===== src/clock_ctrl_pkg.sv =====
// Purpose: Shared constants and types of the clock generation controller
// Assumes: 32-bit classic Wishbone register port, byte offsets on word boundaries
// Notes: Source indices double as the system clock select codes
`default_nettype none

package clock_ctrl_pkg;

	// Clock source indices, also the select codes of the system clock mux
	localparam int NUM_SRC = 6;
	localparam logic [2:0] SRC_HS_XTAL = 3'h0;
	localparam logic [2:0] SRC_LS_XTAL = 3'h1;
	localparam logic [2:0] SRC_PLL = 3'h2;
	localparam logic [2:0] SRC_RC10K = 3'h3;
	localparam logic [2:0] SRC_RC22 = 3'h4;
	localparam logic [2:0] SRC_RC48 = 3'h5;
	localparam logic [2:0] TICK_SEL_MAX = 3'h4;

	// Register byte offsets
	localparam logic [7:0] OFF_POWER_CTRL = 8'h00;
	localparam logic [7:0] OFF_STATUS = 8'h04;
	localparam logic [7:0] OFF_PLL_CTRL = 8'h08;
	localparam logic [7:0] OFF_CLK_SEL0 = 8'h0c;
	localparam logic [7:0] OFF_FAIL_CTRL = 8'h10;
	localparam logic [7:0] OFF_FAIL_STATUS = 8'h14;
	localparam logic [7:0] OFF_CLK_OUT_CTRL = 8'h18;
	localparam logic [7:0] OFF_TICK_CTRL = 8'h1c;

	// Field positions
	localparam int PWR_HS_EN_BIT = 0;
	localparam int PWR_LS_EN_BIT = 1;
	localparam int PWR_RC22_EN_BIT = 2;
	localparam int PWR_RC10K_EN_BIT = 3;
	localparam int PWR_POWERDOWN_BIT = 7;
	localparam int PWR_RC48_EN_BIT = 13;
	localparam int STAT_CUR_SRC_LSB = 8;
	localparam int PLL_POWER_DOWN_BIT = 16;
	localparam int PLL_SRC_BIT = 19;
	localparam int PLL_STAB_SEL_BIT = 23;
	localparam int SEL0_SYS_LSB = 0;
	localparam int SEL0_TICK_LSB = 3;
	localparam int FAIL_HS_DET_BIT = 4;
	localparam int FAIL_HS_IRQ_BIT = 5;
	localparam int FAIL_LS_DET_BIT = 12;
	localparam int FAIL_HS_FLAG_BIT = 0;
	localparam int CLOCK_OUT_PIN_SEL_LSB = 0;
	localparam int CLOCK_OUT_PIN_EN_BIT = 4;
	localparam int CLOCK_OUT_PIN_BYPASS_BIT = 5;
	localparam int TICK_CPU_BIT = 2;

	// Reset values
	localparam logic [31:0] POWER_CTRL_RST = 32'h0000_0004;
	localparam logic [31:0] PLL_CTRL_RST = 32'h0081_0000;
	localparam logic [31:0] CLK_SEL0_RST = 32'h0000_0004;

	// Stability counts, in cycles of the source being counted
	localparam int STABLE_W = 14;
	localparam logic [13:0] STABLE_HS = 14'h1000;
	localparam logic [13:0] STABLE_RC48 = 14'h0200;
	localparam logic [13:0] STABLE_RC22 = 14'h0100;
	localparam logic [13:0] STABLE_LOW = 14'h0001;
	localparam logic [13:0] STABLE_PLL_SHORT = 14'h1800;
	localparam logic [13:0] STABLE_PLL_LONG = 14'h3000;

	localparam int DIV_STAGES = 16;

	typedef enum logic {PWR_RUN = 1'b0, PWR_SLEEP = 1'b1} power_state_t;
	typedef enum logic [1:0] {SW_IDLE = 2'b00, SW_DRAIN = 2'b01, SW_ARM = 2'b11} switch_state_t;

endpackage

`default_nettype wire


===== src/stable_counter.sv =====
// Purpose: Stability counter of one clock source
// Assumes: edge_i is a one-cycle pulse per rising edge of the source
// Notes: Clearing run_i restarts the full interval
`timescale 1ns/1ps
`default_nettype none

module stable_counter #(
	parameter int WIDTH = 14
) (
	input wire logic core_clk_i,
	input wire logic rst_i,
	input wire logic run_i,
	input wire logic edge_i,
	input wire logic [WIDTH-1:0] target_i,
	output logic stable_o
);

	logic [WIDTH-1:0] count;

	// Count source edges while enabled, flag once the target is reached
	always_ff @(posedge core_clk_i or posedge rst_i)
	begin
		if (rst_i)
		begin
			count <= '0;
			stable_o <= 1'b0;
		end
		else if (!run_i)
		begin
			count <= '0;
			stable_o <= 1'b0;
		end
		else if (count >= target_i)
			stable_o <= 1'b1;
		else if (edge_i)
			count <= count + 1'b1;
	end

endmodule // stable_counter

`default_nettype wire


===== src/clock_out_divider.sv =====
// Purpose: Power-of-two clock output divider with bypass
// Assumes: src_i is a level sampled on the core clock
// Notes: Chain of toggle stages built as a ripple-free counter
`timescale 1ns/1ps
`default_nettype none

module clock_out_divider #(
	parameter int STAGES = 16
) (
	input wire logic core_clk_i,
	input wire logic rst_i,
	input wire logic src_i,
	input wire logic enable_i,
	input wire logic bypass_i,
	input wire logic [3:0] select_i,
	output logic clk_out_o
);

	logic src_prev;
	logic running;
	logic [STAGES-1:0] chain;

	// Rising edges of the source advance the chain
	always_ff @(posedge core_clk_i or posedge rst_i)
	begin
		if (rst_i)
			src_prev <= 1'b0;
		else
			src_prev <= src_i;
	end

	// Stop only once the chosen stage is low, so no short high pulse
	always_ff @(posedge core_clk_i or posedge rst_i)
	begin
		if (rst_i)
			running <= 1'b0;
		else if (enable_i)
			running <= 1'b1;
		else if (!chain[select_i])
			running <= 1'b0;
	end

	// Bit k toggles at a 2^(k+1) division of the source
	always_ff @(posedge core_clk_i or posedge rst_i)
	begin
		if (rst_i)
			chain <= '0;
		else if (!running)
			chain <= '0;
		else if (src_i && !src_prev)
			chain <= chain + 1'b1;
	end

	// Pin level: direct source in bypass, else the selected stage
	always_ff @(posedge core_clk_i or posedge rst_i)
	begin
		if (rst_i)
			clk_out_o <= 1'b0;
		else if (bypass_i)
			clk_out_o <= enable_i & src_i;
		else
			clk_out_o <= running & chain[select_i];
	end

endmodule // clock_out_divider

`default_nettype wire


===== src/clock_generation_control.sv =====
// Purpose: Chip clock controller: source enables, stability, clock muxes, power-down, fail detect
// Assumes: Oscillator clocks arrive as pins sampled by the 40 MHz core clock
// Notes: Sources faster than half the core clock alias; their edge counts are approximate
// Function
// - Power-down needs enable bit plus wait-for-interrupt
// - Stay powered down until wake-up interrupt
// - Power-down stops high-speed crystal and fast RCs
// - Enable starts counter; flag at per-source count
// - Stable flags at status bits zero to five
// - PLL count 6144 or 12288, select defaults one
// - Use a source only once its flag is set
// - Disabling a source clears its stable flag
// - Power-down clears flags; recount after wake-up (code keeps the LS crystal and RC10K flags)
// - PLL input is crystal or 22 MHz RC
// - Three-bit field selects system clock source
// - Fail detectors force their backup RC on
// - Crystal stop moves system clock to RC
// - Crystal stop sets flag; optional interrupt
// - Tick clock: CPU clock or selected external
// - Low-speed oscillators keep running in power-down
// - Sixteen divide-by-two stages, one selected
// - Output frequency is input over 2^(N+1)
// - Enable starts; disable stops at low level
// - Bypass bit sends source straight out
`timescale 1ns/1ps
`default_nettype none

module clock_generation_control #(
	parameter int FAIL_WINDOW = 64
) (
	input wire logic core_clk_i,
	input wire logic rst_i,
	input wire logic wb_cyc_i,
	input wire logic wb_stb_i,
	input wire logic wb_we_i,
	input wire logic [7:0] wb_adr_i,
	input wire logic [3:0] wb_sel_i,
	input wire logic [31:0] wb_dat_i,
	output logic [31:0] wb_dat_o,
	output logic wb_ack_o,
	input wire logic [5:0] osc_clk_i,
	input wire logic wait_for_interrupt_instr_i,
	input wire logic wakeup_irq_i,
	output logic [5:0] osc_enable_o,
	output logic pll_src_sel_o,
	output logic sys_clk_o,
	output logic tick_clk_o,
	output logic clock_out_pin_o,
	output logic powerdown_o,
	output logic fail_irq_o
);

	// Software fields
	logic hs_crystal_enable;
	logic ls_crystal_enable;
	logic rc22_enable;
	logic rc10k_enable;
	logic rc48_enable;
	logic powerdown_enable;
	logic pll_power_down;
	logic pll_stability_select;
	logic [2:0] system_clock_select;
	logic [2:0] tick_clock_select;
	logic hs_detect_enable;
	logic ls_detect_enable;
	logic hs_crystal_fail_irq_enable;
	logic hs_crystal_fail_flag;
	logic [3:0] output_divider_select;
	logic clock_out_enable;
	logic divider_bypass;
	logic tick_cpu_clock;

	// Internal state
	logic [5:0] sync1;
	logic [5:0] sync2;
	logic [5:0] sync3;
	logic [5:0] osc_level;
	logic [5:0] osc_rise;
	logic [5:0] stable;
	logic [5:0] count_edge;
	logic [5:0] next_osc_enable;
	logic [13:0] stable_target [6];
	clock_ctrl_pkg::power_state_t power_state;
	clock_ctrl_pkg::power_state_t next_power_state;
	clock_ctrl_pkg::switch_state_t switch_state;
	logic [2:0] cur_src;
	logic [15:0] hs_gap;
	logic hs_stop;
	logic sel_valid;
	logic [31:0] rd_value;
	logic [31:0] wmask;
	logic [31:0] wr_merged;
	logic wr_fire;

	// Three-stage sampling of each oscillator pin; a change counts once stages two and three agree
	genvar gi;
	generate
		for (gi = 0; gi < clock_ctrl_pkg::NUM_SRC; gi++)
		begin : g_osc
			always_ff @(posedge core_clk_i or posedge rst_i)
			begin
				if (rst_i)
				begin
					sync1[gi] <= 1'b0;
					sync2[gi] <= 1'b0;
					sync3[gi] <= 1'b0;
					osc_level[gi] <= 1'b0;
					osc_rise[gi] <= 1'b0;
				end
				else
				begin
					sync1[gi] <= osc_clk_i[gi];
					sync2[gi] <= sync1[gi];
					sync3[gi] <= sync2[gi];
					if (sync2[gi] == sync3[gi])
						osc_level[gi] <= sync2[gi];
					osc_rise[gi] <= (sync2[gi] == sync3[gi]) & sync2[gi] & ~osc_level[gi];
				end
			end

			// PLL counts edges of its own input clock
			if (gi == int'(clock_ctrl_pkg::SRC_PLL))
			begin : g_pll_edge
				assign count_edge[gi] = pll_src_sel_o ? osc_rise[clock_ctrl_pkg::SRC_RC22]
					: osc_rise[clock_ctrl_pkg::SRC_HS_XTAL];
			end
			else
			begin : g_own_edge
				assign count_edge[gi] = osc_rise[gi];
			end

			stable_counter #(
				.WIDTH(clock_ctrl_pkg::STABLE_W)
			) u_stable (
				.core_clk_i(core_clk_i),
				.rst_i(rst_i),
				.run_i(osc_enable_o[gi]),
				.edge_i(count_edge[gi]),
				.target_i(stable_target[gi]),
				.stable_o(stable[gi])
			);
		end
	endgenerate

	// Per-source stability targets
	always_comb
	begin
		stable_target[clock_ctrl_pkg::SRC_HS_XTAL] = clock_ctrl_pkg::STABLE_HS;
		stable_target[clock_ctrl_pkg::SRC_LS_XTAL] = clock_ctrl_pkg::STABLE_LOW;
		stable_target[clock_ctrl_pkg::SRC_PLL] = pll_stability_select ? clock_ctrl_pkg::STABLE_PLL_LONG
			: clock_ctrl_pkg::STABLE_PLL_SHORT;
		stable_target[clock_ctrl_pkg::SRC_RC10K] = clock_ctrl_pkg::STABLE_LOW;
		stable_target[clock_ctrl_pkg::SRC_RC22] = clock_ctrl_pkg::STABLE_RC22;
		stable_target[clock_ctrl_pkg::SRC_RC48] = clock_ctrl_pkg::STABLE_RC48;
	end

	// Oscillator enables; dropping one in power-down also clears its flag and counter
	always_comb
	begin
		next_osc_enable[clock_ctrl_pkg::SRC_HS_XTAL] = hs_crystal_enable & (next_power_state == clock_ctrl_pkg::PWR_RUN);
		next_osc_enable[clock_ctrl_pkg::SRC_LS_XTAL] = ls_crystal_enable;
		next_osc_enable[clock_ctrl_pkg::SRC_PLL] = ~pll_power_down & (next_power_state == clock_ctrl_pkg::PWR_RUN);
		next_osc_enable[clock_ctrl_pkg::SRC_RC10K] = rc10k_enable | ls_detect_enable;
		next_osc_enable[clock_ctrl_pkg::SRC_RC22] = (rc22_enable | hs_detect_enable)
			& (next_power_state == clock_ctrl_pkg::PWR_RUN);
		next_osc_enable[clock_ctrl_pkg::SRC_RC48] = rc48_enable & (next_power_state == clock_ctrl_pkg::PWR_RUN);
	end

	always_ff @(posedge core_clk_i or posedge rst_i)
	begin
		if (rst_i)
			osc_enable_o <= 6'h00;
		else
			osc_enable_o <= next_osc_enable;
	end

	// Power-down entry needs both the enable bit and the wait instruction
	always_comb
	begin
		next_power_state = power_state;
		case (power_state)
			clock_ctrl_pkg::PWR_RUN:
				if (powerdown_enable && wait_for_interrupt_instr_i)
					next_power_state = clock_ctrl_pkg::PWR_SLEEP;
			clock_ctrl_pkg::PWR_SLEEP:
				if (wakeup_irq_i)
					next_power_state = clock_ctrl_pkg::PWR_RUN;
			default:
				next_power_state = clock_ctrl_pkg::PWR_RUN;
		endcase
	end

	always_ff @(posedge core_clk_i or posedge rst_i)
	begin
		if (rst_i)
		begin
			power_state <= clock_ctrl_pkg::PWR_RUN;
			powerdown_o <= 1'b0;
		end
		else
		begin
			power_state <= next_power_state;
			powerdown_o <= (next_power_state == clock_ctrl_pkg::PWR_SLEEP);
		end
	end

	// Crystal stop: enabled and stable crystal shows no edge for a whole window
	always_ff @(posedge core_clk_i or posedge rst_i)
	begin
		if (rst_i)
			hs_gap <= 16'h0000;
		else if (!osc_enable_o[clock_ctrl_pkg::SRC_HS_XTAL] || !stable[clock_ctrl_pkg::SRC_HS_XTAL]
			|| osc_rise[clock_ctrl_pkg::SRC_HS_XTAL])
			hs_gap <= 16'h0000;
		else if (hs_gap != 16'(FAIL_WINDOW))
			hs_gap <= hs_gap + 16'h0001;
	end

	assign hs_stop = hs_detect_enable && (hs_gap == 16'(FAIL_WINDOW - 1))
		&& !osc_rise[clock_ctrl_pkg::SRC_HS_XTAL];

	// Bus handshake: answer one cycle after the request, drop ack the next cycle
	assign wr_fire = wb_cyc_i & wb_stb_i & wb_we_i & wb_ack_o;
	assign wmask = {{8{wb_sel_i[3]}}, {8{wb_sel_i[2]}}, {8{wb_sel_i[1]}}, {8{wb_sel_i[0]}}};
	assign wr_merged = (rd_value & ~wmask) | (wb_dat_i & wmask);

	// Read-back; unmapped offsets read zero and are still acknowledged
	always_comb
	begin
		rd_value = 32'h0000_0000;
		if (wb_adr_i == clock_ctrl_pkg::OFF_POWER_CTRL)
		begin
			rd_value[clock_ctrl_pkg::PWR_HS_EN_BIT] = hs_crystal_enable;
			rd_value[clock_ctrl_pkg::PWR_LS_EN_BIT] = ls_crystal_enable;
			rd_value[clock_ctrl_pkg::PWR_RC22_EN_BIT] = rc22_enable;
			rd_value[clock_ctrl_pkg::PWR_RC10K_EN_BIT] = rc10k_enable;
			rd_value[clock_ctrl_pkg::PWR_POWERDOWN_BIT] = powerdown_enable;
			rd_value[clock_ctrl_pkg::PWR_RC48_EN_BIT] = rc48_enable;
		end
		else if (wb_adr_i == clock_ctrl_pkg::OFF_STATUS)
		begin
			rd_value[5:0] = stable;
			rd_value[clock_ctrl_pkg::STAT_CUR_SRC_LSB +: 3] = cur_src;
		end
		else if (wb_adr_i == clock_ctrl_pkg::OFF_PLL_CTRL)
		begin
			rd_value[clock_ctrl_pkg::PLL_POWER_DOWN_BIT] = pll_power_down;
			rd_value[clock_ctrl_pkg::PLL_SRC_BIT] = pll_src_sel_o;
			rd_value[clock_ctrl_pkg::PLL_STAB_SEL_BIT] = pll_stability_select;
		end
		else if (wb_adr_i == clock_ctrl_pkg::OFF_CLK_SEL0)
		begin
			rd_value[clock_ctrl_pkg::SEL0_SYS_LSB +: 3] = system_clock_select;
			rd_value[clock_ctrl_pkg::SEL0_TICK_LSB +: 3] = tick_clock_select;
		end
		else if (wb_adr_i == clock_ctrl_pkg::OFF_FAIL_CTRL)
		begin
			rd_value[clock_ctrl_pkg::FAIL_HS_DET_BIT] = hs_detect_enable;
			rd_value[clock_ctrl_pkg::FAIL_HS_IRQ_BIT] = hs_crystal_fail_irq_enable;
			rd_value[clock_ctrl_pkg::FAIL_LS_DET_BIT] = ls_detect_enable;
		end
		else if (wb_adr_i == clock_ctrl_pkg::OFF_FAIL_STATUS)
			rd_value[clock_ctrl_pkg::FAIL_HS_FLAG_BIT] = hs_crystal_fail_flag;
		else if (wb_adr_i == clock_ctrl_pkg::OFF_CLK_OUT_CTRL)
		begin
			rd_value[clock_ctrl_pkg::CLOCK_OUT_PIN_SEL_LSB +: 4] = output_divider_select;
			rd_value[clock_ctrl_pkg::CLOCK_OUT_PIN_EN_BIT] = clock_out_enable;
			rd_value[clock_ctrl_pkg::CLOCK_OUT_PIN_BYPASS_BIT] = divider_bypass;
		end
		else if (wb_adr_i == clock_ctrl_pkg::OFF_TICK_CTRL)
			rd_value[clock_ctrl_pkg::TICK_CPU_BIT] = tick_cpu_clock;
	end

	always_ff @(posedge core_clk_i or posedge rst_i)
	begin
		if (rst_i)
		begin
			wb_ack_o <= 1'b0;
			wb_dat_o <= 32'h0000_0000;
		end
		else
		begin
			wb_ack_o <= wb_cyc_i & wb_stb_i & ~wb_ack_o;
			wb_dat_o <= rd_value;
		end
	end

	// Power control fields
	always_ff @(posedge core_clk_i or posedge rst_i)
	begin
		if (rst_i)
		begin
			hs_crystal_enable <= clock_ctrl_pkg::POWER_CTRL_RST[clock_ctrl_pkg::PWR_HS_EN_BIT];
			ls_crystal_enable <= clock_ctrl_pkg::POWER_CTRL_RST[clock_ctrl_pkg::PWR_LS_EN_BIT];
			rc22_enable <= clock_ctrl_pkg::POWER_CTRL_RST[clock_ctrl_pkg::PWR_RC22_EN_BIT];
			rc10k_enable <= clock_ctrl_pkg::POWER_CTRL_RST[clock_ctrl_pkg::PWR_RC10K_EN_BIT];
			powerdown_enable <= clock_ctrl_pkg::POWER_CTRL_RST[clock_ctrl_pkg::PWR_POWERDOWN_BIT];
			rc48_enable <= clock_ctrl_pkg::POWER_CTRL_RST[clock_ctrl_pkg::PWR_RC48_EN_BIT];
		end
		else if (wr_fire && wb_adr_i == clock_ctrl_pkg::OFF_POWER_CTRL)
		begin
			hs_crystal_enable <= wr_merged[clock_ctrl_pkg::PWR_HS_EN_BIT];
			ls_crystal_enable <= wr_merged[clock_ctrl_pkg::PWR_LS_EN_BIT];
			rc22_enable <= wr_merged[clock_ctrl_pkg::PWR_RC22_EN_BIT];
			rc10k_enable <= wr_merged[clock_ctrl_pkg::PWR_RC10K_EN_BIT];
			powerdown_enable <= wr_merged[clock_ctrl_pkg::PWR_POWERDOWN_BIT];
			rc48_enable <= wr_merged[clock_ctrl_pkg::PWR_RC48_EN_BIT];
		end
	end

	// PLL control fields
	always_ff @(posedge core_clk_i or posedge rst_i)
	begin
		if (rst_i)
		begin
			pll_power_down <= clock_ctrl_pkg::PLL_CTRL_RST[clock_ctrl_pkg::PLL_POWER_DOWN_BIT];
			pll_src_sel_o <= clock_ctrl_pkg::PLL_CTRL_RST[clock_ctrl_pkg::PLL_SRC_BIT];
			pll_stability_select <= clock_ctrl_pkg::PLL_CTRL_RST[clock_ctrl_pkg::PLL_STAB_SEL_BIT];
		end
		else if (wr_fire && wb_adr_i == clock_ctrl_pkg::OFF_PLL_CTRL)
		begin
			pll_power_down <= wr_merged[clock_ctrl_pkg::PLL_POWER_DOWN_BIT];
			pll_src_sel_o <= wr_merged[clock_ctrl_pkg::PLL_SRC_BIT];
			pll_stability_select <= wr_merged[clock_ctrl_pkg::PLL_STAB_SEL_BIT];
		end
	end

	// Clock selects; a crystal stop overrides a software write of the system select in the same cycle
	always_ff @(posedge core_clk_i or posedge rst_i)
	begin
		if (rst_i)
		begin
			system_clock_select <= clock_ctrl_pkg::CLK_SEL0_RST[clock_ctrl_pkg::SEL0_SYS_LSB +: 3];
			tick_clock_select <= clock_ctrl_pkg::CLK_SEL0_RST[clock_ctrl_pkg::SEL0_TICK_LSB +: 3];
		end
		else
		begin
			if (hs_stop && (system_clock_select == clock_ctrl_pkg::SRC_HS_XTAL
				|| (system_clock_select == clock_ctrl_pkg::SRC_PLL && !pll_src_sel_o)))
				system_clock_select <= clock_ctrl_pkg::SRC_RC22;
			else if (wr_fire && wb_adr_i == clock_ctrl_pkg::OFF_CLK_SEL0)
				system_clock_select <= wr_merged[clock_ctrl_pkg::SEL0_SYS_LSB +: 3];
			if (wr_fire && wb_adr_i == clock_ctrl_pkg::OFF_CLK_SEL0)
				tick_clock_select <= wr_merged[clock_ctrl_pkg::SEL0_TICK_LSB +: 3];
		end
	end

	// Fail detector control and sticky flag; a new stop wins over a clear
	always_ff @(posedge core_clk_i or posedge rst_i)
	begin
		if (rst_i)
		begin
			hs_detect_enable <= 1'b0;
			ls_detect_enable <= 1'b0;
			hs_crystal_fail_irq_enable <= 1'b0;
			hs_crystal_fail_flag <= 1'b0;
			fail_irq_o <= 1'b0;
		end
		else
		begin
			if (wr_fire && wb_adr_i == clock_ctrl_pkg::OFF_FAIL_CTRL)
			begin
				hs_detect_enable <= wr_merged[clock_ctrl_pkg::FAIL_HS_DET_BIT];
				ls_detect_enable <= wr_merged[clock_ctrl_pkg::FAIL_LS_DET_BIT];
				hs_crystal_fail_irq_enable <= wr_merged[clock_ctrl_pkg::FAIL_HS_IRQ_BIT];
			end
			if (hs_stop)
				hs_crystal_fail_flag <= 1'b1;
			else if (wr_fire && wb_adr_i == clock_ctrl_pkg::OFF_FAIL_STATUS
				&& wb_dat_i[clock_ctrl_pkg::FAIL_HS_FLAG_BIT] && wb_sel_i[0])
				hs_crystal_fail_flag <= 1'b0;
			fail_irq_o <= hs_crystal_fail_flag & hs_crystal_fail_irq_enable;
		end
	end

	// Clock output and tick control fields
	always_ff @(posedge core_clk_i or posedge rst_i)
	begin
		if (rst_i)
		begin
			output_divider_select <= 4'h0;
			clock_out_enable <= 1'b0;
			divider_bypass <= 1'b0;
			tick_cpu_clock <= 1'b0;
		end
		else
		begin
			if (wr_fire && wb_adr_i == clock_ctrl_pkg::OFF_CLK_OUT_CTRL)
			begin
				output_divider_select <= wr_merged[clock_ctrl_pkg::CLOCK_OUT_PIN_SEL_LSB +: 4];
				clock_out_enable <= wr_merged[clock_ctrl_pkg::CLOCK_OUT_PIN_EN_BIT];
				divider_bypass <= wr_merged[clock_ctrl_pkg::CLOCK_OUT_PIN_BYPASS_BIT];
			end
			if (wr_fire && wb_adr_i == clock_ctrl_pkg::OFF_TICK_CTRL)
				tick_cpu_clock <= wr_merged[clock_ctrl_pkg::TICK_CPU_BIT];
		end
	end

	// A request is honoured only for a defined, stable source
	assign sel_valid = (system_clock_select <= clock_ctrl_pkg::SRC_RC48) && stable[system_clock_select];

	// Glitch-free switch: let the old clock fall, hold low, join the new one at its low phase
	always_ff @(posedge core_clk_i or posedge rst_i)
	begin
		if (rst_i)
		begin
			switch_state <= clock_ctrl_pkg::SW_IDLE;
			cur_src <= clock_ctrl_pkg::CLK_SEL0_RST[clock_ctrl_pkg::SEL0_SYS_LSB +: 3];
			sys_clk_o <= 1'b0;
		end
		else
		begin
			case (switch_state)
				clock_ctrl_pkg::SW_IDLE:
				begin
					// Gate on the coming state, so the entry edge already drives low
					sys_clk_o <= osc_level[cur_src] & stable[cur_src]
						& (next_power_state == clock_ctrl_pkg::PWR_RUN);
					if (system_clock_select != cur_src && sel_valid)
						switch_state <= clock_ctrl_pkg::SW_DRAIN;
				end
				clock_ctrl_pkg::SW_DRAIN:
				begin
					sys_clk_o <= sys_clk_o & osc_level[cur_src];
					if (!osc_level[cur_src] || !sys_clk_o)
						switch_state <= clock_ctrl_pkg::SW_ARM;
				end
				clock_ctrl_pkg::SW_ARM:
				begin
					sys_clk_o <= 1'b0;
					if (!sel_valid)
						switch_state <= clock_ctrl_pkg::SW_IDLE;
					else if (!osc_level[system_clock_select])
					begin
						cur_src <= system_clock_select;
						switch_state <= clock_ctrl_pkg::SW_IDLE;
					end
				end
				default:
					switch_state <= clock_ctrl_pkg::SW_IDLE;
			endcase
		end
	end

	// Tick clock: CPU clock or one of the external sources
	always_ff @(posedge core_clk_i or posedge rst_i)
	begin
		if (rst_i)
			tick_clk_o <= 1'b0;
		else if (tick_cpu_clock)
			tick_clk_o <= sys_clk_o;
		else if (tick_clock_select <= clock_ctrl_pkg::TICK_SEL_MAX)
			tick_clk_o <= osc_level[tick_clock_select];
		else
			tick_clk_o <= 1'b0;
	end

	// Clock output is fed from the system clock
	clock_out_divider #(
		.STAGES(clock_ctrl_pkg::DIV_STAGES)
	) u_clock_out (
		.core_clk_i(core_clk_i),
		.rst_i(rst_i),
		.src_i(sys_clk_o),
		.enable_i(clock_out_enable),
		.bypass_i(divider_bypass),
		.select_i(output_divider_select),
		.clk_out_o(clock_out_pin_o)
	);

endmodule // clock_generation_control

`default_nettype wire


===== config.mk =====
export PLATFORM = sky130hd
export DESIGN_NAME = clock_generation_control
export DESIGN_NICKNAME = d
export VERILOG_FILES = /design/src/clock_ctrl_pkg.sv /design/src/stable_counter.sv /design/src/clock_out_divider.sv /design/src/clock_generation_control.sv
export SDC_FILE = /design/constraint.sdc
export NUM_CORES = 1
export LEC_CHECK = 0
export ABC_AREA = 0
export BUFFER_PORTS_ARGS = -buffer_cell sky130_fd_sc_hd__buf_2
export CAP_MARGIN = 20
export CORE_UTILIZATION = 35
export DETAILED_ROUTE_END_ITERATION = 16
export PLACE_DENSITY = 0.53
export SLEW_MARGIN = 30
export SYNTH_ARGS = -nofsm -noshare
export SYNTH_HDL_FRONTEND = slang
export SYNTH_SLANG_ARGS = --single-unit

===== constraint.sdc =====
create_clock -name core_clk_i -period 9 [get_ports core_clk_i]
set_clock_uncertainty 0.1 [all_clocks]
set_input_delay 1.8 -clock core_clk_i [delete_from_list [all_inputs] [get_ports core_clk_i]]
set_output_delay 1.8 -clock core_clk_i [all_outputs]
set_load 0.01 [all_outputs]

==> run metrics, run 1 <==
status finished, final reports clean; maxcap violations 0; setup TNS 0 ns; later-pin clock latency in the skew report approximately 0.52 ns; Ports 102; antenna violations before repair 1; ys flop type dfrtp_1; Reg power frac 0.456; routed via count 6507; area taken by multi-input logic gates 0.004320 sq mm; Critical Path Slowest Stage Cell nor4_1; Max VDD drop 0.09888 mV; global-route wire length before repair ~34000 um; Startpoint Class input pin; Num CTS Buffers 25; Initial Util 0.3559; Most common cell on crit path nand2_1; Final HPWL DP approximately 14000 um; DRT iter0 DRCs 462; #FFs+latches synth 211; Final Max Slew Viols 0; NumNets Final between 1000 and 1500; Area Growth Syn to Fin 15.31%; top-area cell type share of the netlist area 0.5199; YS warnings 0; fin crit period 3.676 ns; CTS root buffer clkbuf_16; # rows between 60 and 70; Final Instance Count excl. Fillers 1339; Clock Sinks 211; Post-CTS Setup Inserts 0; Post-Synthesis Cells 880; Die Wd 170.3 um; WS Path Type input pin to flip-flop; fmax 0.2720 GHz; Largest stage delay, worst path 0.69 ns; DRC errors left 0; CP cell instances buf_2 -> nor4_1 -> nand2_1 -> nor2_2 -> nand2_1 -> mux2_2; largest net degree at the start of global routing between 100 and 150; DP Cell Count 1293; cell taking the most area after synthesis dfrtp_1; Die Ht 170.3 um; Post-synth EDFFs 0; number of routed nets with antenna violations 0; ys async rst share 1.000; Total GRT Usage 0.1501; NetSw 0.0004714 W; Crit Path Max Fanout 13; Routed Wire Length 20930 um; count leader, synth dfrtp_1; CP bufs+invs 1; Routed WL per cell 15.63 um; crit path DAT 3.97 ns; Post-CTS Hold Fix Bufs 0; CP delay by family, top simple AND/OR/NAND/NOR gates; fill count 2691; final hold slack around 0.25 ns; setup violators final 0; Comb power frac 0.047; post-synth cell types 76; CTS tree yes; Worst Tran Pin Value 0.8980 ns; largest cells by area after synthesis dfrtp_1 52%, and2_1 5.2%, xnor2_1 4.3%; final worst slack 5.324 ns; Post-Syn Area per Cell 11.27 sq um; most instantiated cells after synthesis 206 x dfrtp_1, 83 x and2_1, 53 x nand2_1, 49 x xnor2_1, 48 x nor2_1; CTS resizes 0; Post-Syn Area 0.009915 sq mm; share of cells above drive strength 1 0.1677; Clock Power Share 0.497; Setup crit end kind flip-flop; worst setup slack after placement 4.716 ns; Pre-Repair DR Iteration Count 5; switching part of the total power 0.2166; Max Buffers Root-to-Sink 3; die area 0.02900 sq mm; Required @ worst endpoint 9.30 ns; Hold Vio Cnt, Final 0; worst hold path type flip-flop to flip-flop; vias in the first global route 6295; Final Core Density 0.4104; Internal Dissipation about 0.0017 W; core area ~0.028 sq mm; power per cell area approximately 190 mW/mm^2; Reg area 0.005286 sq mm; sequential area share after synthesis 0.5332; Port Buf Inserts 63; H-Tree Depth 1; RSZ-0062 raised after global routing false; leakage power 5.222 nW; via/cell ratio 4.860; Rel. slew slack 0.3998; gr ovfl total 0; clock-pin slew on the worst setup and hold paths approximately 0.060 ns; Tcrit/Tclk final 0.4085; GPL Wtd Cong 0.8304
==> layout by cell type, fill, tap and decap left out, drive strengths merged, types with 9 or more instances in the layout <==
| cell | n |
|---|---|
| mux2 | 17 |
| dfrtp | 206 |
| inv | 28 |
| xor2 | 18 |
| conb | 17 |
| buf | 66 |
| mux2i | 18 |
| nand4 | 20 |
| o21ai | 11 |
| and3 | 21 |
| nor4 | 13 |
| and4 | 9 |
| mux4 | 9 |
| nor2 | 51 |
| nand2 | 53 |
| and2 | 84 |
| xnor2 | 49 |
| nand3 | 34 |
| ha | 23 |
| o31ai | 9 |
| a21oi | 20 |
| nor2b | 27 |
| clkbuf | 35 |
==> per-layer routing <==
layer	track usage	vias up	wire, um
li1	-	3158	-
met1	0.2197	3195	10040
met2	0.2313	121	9516
met3	0.02186	33	888
met4	0.03917	0	483
met5	0	-	0
==> flip-flops by register name, indices dropped and copies added (netlist names), 2 cells and up <==
register,cells
count_edge,5
cur_src,3
g_osc.u_stable.count,84
g_osc.u_stable.stable_o,6
hs_gap,16
osc_enable_o,6
osc_level,6
output_divider_select,4
switch_state,2
sync1,6
sync2,6
sync3,6
system_clock_select,3
tick_clock_select,3
u_clock_out.chain,16
wb_dat_o,15
==> worst paths after layout <==
kind	slack (ns)	cells past startpoint	start	to
setup / recovery	5.32	6	wb_adr_i[2]	powerdown_enable
hold / removal	0.25	0	sync1[0]	sync2[0]
setup reg to reg	6.57	7	pll_stability_select	g_osc[2].u_stable.count[9]
hold reg to reg	0.25	0	sync1[0]	sync2[0]
max in group asynchronous	6.12	3	rst_i	u_clock_out.chain[8]
min in group asynchronous	1.33	2	rst_i	sync1[5]
==> stage by stage <==
step	cell area, sq um	power [W]
6_report	11430	0.002176
5_1_grt	11430	0.002268
4_1_cts	11430	0.002216
3_5_place_dp	10540	0.001115
3_3_place_gp	10530	0.001114
2_1_floorplan	9975	0.001083
==> power groups by stage <==
| stage | logic (W) | clock network (W) | registers (W) |
|---|---|---|---|
| final | 0.000102 | 0.00108 | 0.000993 |
| after global routing | 0.000118 | 0.00115 | 0.000997 |
| after CTS | 0.000105 | 0.00112 | 0.000993 |
| after detailed placement | 0.000105 | 0 | 0.00101 |
| after global placement | 0.000103 | 0 | 0.00101 |
| after floorplan | 0.0000798 | 0 | 0.00100 |
==> kinds of logic after synthesis <==
kind of cell,after synthesis,synth area share
AND/OR/NAND/NOR,363,0.2116
flip-flops,211,0.5332
multiplexers,44,0.05792
XOR/XNOR,67,0.05919
buffers and inverters,75,0.03773
adder cells (fa/ha/maj),24,0.03004
other,1,0.0003782
AO/OA/AOI/OAI,95,0.06992
==> cell type report <==
class | instances | area share
Tap cell | 378 | 0.04137
Multi-Input combinational cell | 610 | 0.3779
Sequential cell | 211 | 0.4624
Clock inverter | 10 | 0.01587
Timing Repair Buffer | 66 | 0.02955
Clock buffer | 35 | 0.06238
Inverter | 28 | 0.01029
Antenna cell | 1 | 0.0002189
Note: power is estimated with default switching activity, not from simulation.
==> run 2, diff against run 1 <==
--- a/config.mk
+++ b/config.mk
@@ -5,12 +5,12 @@
 export SDC_FILE = /design/constraint.sdc
 export NUM_CORES = 1
 export LEC_CHECK = 0
-export ABC_AREA = 0
+export ABC_AREA = 1
 export BUFFER_PORTS_ARGS = -buffer_cell sky130_fd_sc_hd__buf_2
 export CAP_MARGIN = 20
 export CORE_UTILIZATION = 35
 export DETAILED_ROUTE_END_ITERATION = 16
-export PLACE_DENSITY = 0.53
+export PLACE_DENSITY = 0.55
 export SLEW_MARGIN = 30
 export SYNTH_ARGS = -nofsm -noshare
 export SYNTH_HDL_FRONTEND = slang
==> constraint.sdc (replaced) <==
create_clock -name core_clk_i -period 3.2 [get_ports core_clk_i]
set_clock_uncertainty 0.1 [all_clocks]
set_input_delay 0.64 -clock core_clk_i [delete_from_list [all_inputs] [get_ports core_clk_i]]
set_output_delay 0.64 -clock core_clk_i [all_outputs]
set_load 0.01 [all_outputs]
==> run 2 against run 1 <==
Combinational power grew to 4.0 times the previous value. Sequential cell count is the same. Critical endpoint is now osc_enable_o[2]. Synthesized area grew 3.3%. Wire length grew 12%. Sequential share of layout area shrank 1.7 points. Die area grew 3.3%. Critical path depth shrank 5. Clock power grew to 2.8 times the previous value. Register-to-register slack lost 5.5 ns.
==> run metrics, run 2 <==
status finished, final reports clean; via/cell ratio 4.753 (-2.2%); Largest stage delay, worst path 0.80 ns (+0.11 ns); sequential area share after synthesis 0.5161 (-0.01707); routed via count 8038 (+24%); crit path DAT 1.59 ns (-2.38 ns); NumNets Final 1367 (+34%); Setup crit end kind output port; Required @ worst endpoint 2.46 ns (-6.84 ns); top-area cell type share of the netlist area 0.5033 (-0.01664); Max VDD drop 0.2887 mV (+190%); Post-DP Area 0.01095 sq mm (+4.0%); Routed Wire Length 23430 um (+12%); most instantiated cells after synthesis 206 x dfrtp_1, 190 x nand2_1, 188 x inv_1, 123 x nor2_1, 90 x nand3_1; GPL Wtd Cong 0.8637 (+4.0%); Post-Syn Area per Cell 8.472 sq um (-25%); area taken by multi-input logic gates 0.004028 sq mm (-6.8%); CP bufs+invs 1 (unchanged); RSZ-0062 raised after global routing false; fin crit period 2.328 ns; fill count 2826 (+5.0%); Max Buffers Root-to-Sink 3 (unchanged); maxcap violations 0 (unchanged); power per cell area 532.2 mW/mm^2 (+180%); Num CTS Buffers 26 (+4.0%); worst setup slack after placement 0.9350 ns (-3.781 ns); Crit Path Max Fanout 18 (+5); CTS root buffer clkbuf_16; max FFs per register 84 (unchanged); Die Ht 173.1 um (+1.6%); most common cell after layout, fill and taps aside dfrtp_1; YS warnings 0 (unchanged); Reg area 0.005286 sq mm (unchanged); Total GRT Usage 0.1617 (+0.01163); global-route wire length before repair 39590 um (+15%); count leader, synth dfrtp_1; Hold Vio Cnt, Final 0 (unchanged); DRC errors left 0 (unchanged); Initial Util 0.3559 (about the same); Final Instance Count excl. Fillers 1691 (+26%); cell taking the most area after synthesis dfrtp_1; DRT iter0 DRCs 537 (+16%); #FFs+latches synth 211 (unchanged); Ports 102 (unchanged); Post-CTS Hold Fix Bufs 0 (unchanged); most frequent cells in the layout 206 x dfrtp_1, 190 x nand2_1, 187 x inv_1, 123 x nor2_1, 90 x nand3_1; flop-to-flop setup slack 1.05 ns (-5.52 ns); ys flop type dfrtp_1; Routed WL per cell 13.85 um (-11%); number of routed nets with antenna violations 0 (unchanged); DP Cell Count 1643 (+27%); RR Endpoint g_osc[2].u_stable.count[5]; ys async rst share 1.000 (unchanged); setup violators final 0 (unchanged); CTS tree yes; Post-Synthesis Cells 1209 (+37%); Tcrit/Tclk final 0.7274; Worst Tran Pin Value 0.7173 ns (-0.1806 ns); antenna violations before repair 2 (+1); Startpoint Class flip-flop; CP delay by family, top flip-flops; share of cells above drive strength 1 0.1424 (-0.02529); final worst slack 0.8724 ns (-4.451 ns); CP cell instances buf_2; fin area 0.01187 sq mm (+3.8%); Post-Syn Area 0.01024 sq mm (+3.3%); largest cells by area after synthesis dfrtp_1 50%, nand2_1 7.0%, inv_1 6.9%; vias in the first global route 7688 (+22%); clock-pin slew on the worst setup and hold paths 0.06 ns (about the same); H-Tree Depth 1 (unchanged); Post-synth EDFFs 0 (unchanged); Final HPWL DP 17150 um (+20%); Port Buf Inserts 63 (unchanged); worst hold path type input pin to async pin; Final Max Slew Viols 0 (unchanged); CTS resizes 0 (unchanged); Clock Sinks 211 (unchanged); largest net degree at the start of global routing 49 (-67%); gr ovfl total 0 (unchanged); fmax between 0.4 and 0.5 GHz; Pre-Repair DR Iteration Count 5 (unchanged); Area Growth Syn to Fin 15.84%; RR Startpoint pll_stability_select; WS Path Type flip-flop to output port; largest registers g_osc.u_stable.count x84, hs_gap x16, u_clock_out.chain x16; die area 0.02995 sq mm (+3.3%); post-synth cell types 51 (-33%); Reg2Reg Depth 9 (+2); Largest Register g_osc.u_stable.count; later-pin clock latency in the skew report 0.53 ns (about the same); Die Wd 173.1 um (+1.6%); leakage power 5.708 nW (+9.3%); Rel. slew slack 0.5218 (+0.1220); core area 0.02878 sq mm (+3.3%); # rows 62 (+1.6%); Critical Path Slowest Stage Cell dfrtp_1; Post-CTS Setup Inserts 0 (unchanged)
## run 2: cell types whose count changed after synthesis, sizes merged, moves of 58 or more
| cell | previous run | this run |
|---|---|---|
| nand2 | 53 | 206 |
| nor2 | 51 | 138 |
| nand3 | 34 | 92 |
| and2 | 84 | 1 |
| o21ai | 11 | 91 |
| inv | 28 | 198 |
## run 2: worst max-delay path by stage
stage                         start                    endpoint  slack (ns)  depth (start not counted)
2_1_floorplan                 rst_i            clock_out_enable       -0.28                          1
3_3_place_gp            wb_adr_i[6]            hs_detect_enable        0.97                          8
3_5_place_dp            wb_adr_i[6]            ls_detect_enable        0.93                          8
4_1_cts             osc_enable_o[2]             osc_enable_o[2]        0.86                          1
5_1_grt        pll_stability_select  g_osc[2].u_stable.count[3]        0.78                          9
6_report            osc_enable_o[2]             osc_enable_o[2]        0.87                          1
## run 2: logic make-up (layout without fill, tap and decap cells)
kind of cell / count (synthesis) / in the layout / share of synthesized area
multiplexers: 2 / 2 / 0.002199
AO/OA/AOI/OAI: 184 / 184 / 0.09846
adder cells (fa/ha/maj): 24 / 24 / 0.02907
flip-flops: 211 / 211 / 0.5161
other: 1 / 18 / 0.0003661
XOR/XNOR: 7 / 7 / 0.005986
AND/OR/NAND/NOR: 543 / 543 / 0.2513
buffers and inverters: 237 / 318 / 0.09651
## run 2: area by class of cell
type                    count  area share
diodes                      1   0.0002109
clock buffers              33     0.06137
clock inverters            14     0.01529
inverters                 199     0.06327
multi-input cells         777      0.3395
flip-flops and latches    211      0.4455
well taps                 384     0.04049
repair buffers             72     0.03438
## run 2: power breakdown
| part | total (W) | internal [W] | switching [W] |
|---|---|---|---|
| registers | 0.00283 | 0.00275 | 0.0000882 |
| clock network | 0.00307 | 0.00193 | 0.00114 |
| logic | 0.000409 | 0.000134 | 0.000276 |
| total | 0.00631 | 0.00481 | 0.00151 |
## run 2: per-stage QoR
step | power (W) | hold WS, ns | setup TNS [ns] | util
5_1_grt | 0.006596 | 0.09840 | 0 | 0.4123
2_1_floorplan | 0.003161 | 0.2312 | -57.29 | -
6_report | 0.006314 | 0.09645 | 0 | 0.4123
4_1_cts | 0.006409 | 0.09696 | 0 | 0.4122
3_3_place_gp | 0.003286 | 0.2360 | 0 | 0.3806
3_5_place_dp | 0.003295 | 0.2347 | 0 | 0.3806
## run 2: metal layers
layer	routed length, um	track usage	vias to the layer above
li1	-	-	4077
met1	11450	0.2350	3731
met2	10140	0.2453	181
met3	1192	0.02858	47
met4	628	0.04830	2
met5	8	0	-
==> run 3, diff against run 2 <==
==> constraint.sdc (replaced) <==
create_clock -name core_clk_i -period 2.14 [get_ports core_clk_i]
set_clock_uncertainty 0.1 [all_clocks]
set_input_delay 0.428 -clock core_clk_i [delete_from_list [all_inputs] [get_ports core_clk_i]]
set_output_delay 0.428 -clock core_clk_i [all_outputs]
set_load 0.01 [all_outputs]
==> run 3 against run 2 <==
Sequential power increased by 49%. Wire length increased by 1.0%. Final area increased by 1.4%. Global-route usage decreased by 0.087 points. Register-to-register slack got worse by 0.85 ns. Sequential cell count unchanged. Non-clock buffer count increased by 18. Utilization increased by 0.58 points. First-iteration DRC count increased by 9.9%. Cell count increased by 1.1%. Hold slack got worse by 0.073 ns. Clock power increased by 49%. Critical path type is now flip-flop to flip-flop. Largest power group unchanged.
==> run metrics, run 3 (synthesis results as in run 2) <==
DRC errors left 0 (unchanged); status finished, final reports clean; CP cell instances inv_1 -> ha_1 -> nand2_1 -> nor2_1 -> nor2_1 -> nand3_1 -> buf_4 -> nor2_1 -> nand2_1 -> and3_1; DRT iter0 DRCs 590 (+9.9%); Clock Power Share 0.483 (-0.003); WS Path Type flip-flop to flip-flop; Routed Wire Length 23660 um (+1.0%); Max VDD drop 0.4506 mV (+56%); Crit Path Max Fanout 3 (-15); Tcrit/Tclk final 0.9061; RR Endpoint g_osc[2].u_stable.count[4]; flop-to-flop setup slack 0.20 ns (-0.85 ns); Ports 102 (unchanged); power per cell area 784.5 mW/mm^2 (+47%); maxcap violations 0 (unchanged); Reg power frac 0.446 (-0.003); Final Max Slew Viols 0 (unchanged); via/cell ratio 4.736 (-0.36%); Reg2Reg Depth 10 (+1); worst hold path type input pin to flip-flop; NumNets Final 1385 (+1.3%); vias in the first global route 7784 (+1.2%); global-route wire length before repair 39560 um (about the same); largest registers g_osc.u_stable.count x84, hs_gap x16, u_clock_out.chain x16; fin crit period 1.939 ns; Post-CTS Setup Inserts 0 (unchanged); largest net degree at the start of global routing 76 (+55%); die area 0.02995 sq mm (unchanged); Final Instance Count excl. Fillers 1709 (+1.1%); Required @ worst endpoint 2.46 ns (about the same); Setup crit start pll_stability_select; NetSw 0.002289 W (+52%); # rows 62 (unchanged); Worst Tran Pin Value 0.5194 ns (-0.1979 ns); DP Cell Count 1654 (+0.67%); Routed WL per cell 13.84 um (about the same); Final Core Density 0.4181 (+0.005826); Startpoint Class flip-flop; number of routed nets with antenna violations 0 (unchanged); Rel. slew slack 0.6505 (+0.1288); clock-pin slew on the worst setup and hold paths 0.06 ns (about the same); Most common cell on crit path nor2_1; Die Wd 173.1 um (unchanged); Largest stage delay, worst path 0.52 ns (-0.28 ns); fill count 2845 (+0.67%); GPL Wtd Cong 0.8452 (-2.1%); number of diodes 0 (-1); Clock Sinks 211 (unchanged); Setup crit end kind flip-flop; CTS root buffer clkbuf_16; Critical Path Slowest Stage Cell dfstp_2; fmax about 0.52 GHz; area taken by multi-input logic gates 0.004033 sq mm (+0.12%); later-pin clock latency in the skew report 0.54 ns (about the same); H-Tree Depth 1 (unchanged); critical path endpoint g_osc[2].u_stable.count[4]; Final HPWL DP 17300 um (+0.87%); Internal Dissipation 0.007151 W (+49%); switching part of the total power 0.2425 (+0.003847); antenna violations before repair 1 (-1); RR Startpoint pll_stability_select; Largest Register g_osc.u_stable.count; Reg area 0.005286 sq mm (unchanged); Pre-Repair DR Iteration Count 5 (unchanged); Hold Vio Cnt, Final 0 (unchanged); setup violators final 0 (unchanged); share of cells above drive strength 1 0.1479 (+0.005505); most frequent cells in the layout 206 x dfrtp_1, 190 x nand2_1, 187 x inv_1, 123 x nor2_1, 90 x nand3_1; Total GRT Usage 0.1608 (-0.0008730); Area Growth Syn to Fin 17.48%; gr ovfl total 0 (unchanged); leakage power 5.791 nW (+1.4%); Initial Util 0.3559 (unchanged); most common cell after layout, fill and taps aside dfrtp_1; max FFs per register 84 (unchanged); Num CTS Buffers 26 (unchanged); CTS tree yes; core area 0.02878 sq mm (unchanged); Port Buf Inserts 63 (unchanged); Die Ht 173.1 um (unchanged); crit path DAT 2.26 ns (+0.67 ns); Comb power frac 0.071 (+0.006); routed via count 8094 (+0.70%); Max Buffers Root-to-Sink 3 (unchanged)
run 3: cell count changes in the layout (fill, tap and decap cells not counted), moves of 2 or more:
cell,change
clkbuf_1,+2
clkbuf_8,+3
clkinv_2,-4
buf_4,+10
dlygate4sd3_1,+7
run 3: worst min-delay path by stage:
stage / start / to / slack [ns] / depth (start not counted)
finish: wb_stb_i / wb_ack_o / 0.02 / 3
floorplan: sync1[0] / sync2[0] / 0.23 / 0
detailed placement: sync1[3] / sync2[3] / 0.24 / 0
global placement: sync1[0] / sync2[0] / 0.24 / 0
CTS: wb_stb_i / wb_ack_o / 0.007 / 3
global route: wb_stb_i / wb_ack_o / 0.04 / 3
run 3: layout make-up:
| class | instances | area share |
|---|---|---|
| flip-flops and latches | 211 | 0.4393 |
| clock buffers | 37 | 0.06249 |
| repair buffers | 90 | 0.04762 |
| multi-input cells | 777 | 0.3351 |
| well taps | 384 | 0.03993 |
| inverters | 199 | 0.06239 |
| clock inverters | 11 | 0.01310 |
run 3: worst max-delay path, delay by kind of cell (launching register included):
kind          cells  cell delay, ns
buf+inv           2            0.24
fa+ha+maj         1            0.29
flops             1            0.52
simple gates      7            0.67
run 3: power groups by stage:
stage	Clock, W	Combinational, W	Sequential [W]
2_1_floorplan	0	0.000475	0.00425
3_3_place_gp	0	0.000656	0.00428
3_5_place_dp	0	0.000667	0.00428
4_1_cts	0.00468	0.000681	0.00421
5_1_grt	0.00485	0.000782	0.00422
6_report	0.00456	0.000669	0.00421
run 3: through the flow:
| step | hold slack, ns | power (W) | worst slack, ns | setup TNS (ns) | area (sq um) |
|---|---|---|---|---|---|
| after floorplan | 0.2312 | 0.004727 | -1.126 | -234.10 | 10310 |
| after global placement | 0.2354 | 0.004933 | 0.1647 | 0 | 11050 |
| after detailed placement | 0.2442 | 0.004947 | 0.09981 | 0 | 11050 |
| after CTS | 0.007296 | 0.009573 | 0.09699 | 0 | 12030 |
| after global routing | 0.03604 | 0.009856 | -0.006650 | -0.01240 | 12030 |
| final | 0.02331 | 0.009439 | 0.2010 | 0 | 12030 |
run 3: routing by layer:
layer / global-route usage / wire length, um / up-vias
met4: 0.03798 / 506 / 2
met5: 0 / 10 / -
met2: 0.2518 / 10430 / 162
li1: - / - / 4089
met1: 0.2324 / 11550 / 3799
met3: 0.02639 / 1165 / 42
run 3: what timing repair did:
| action | CTS | global route |
|---|---|---|
| hold buffers | 7 | 0 |
| setup endpoints to repair | 0 | 13 |
| gates resized for setup | 0 | 1 |
| hold endpoints to repair | 79 | 0 |
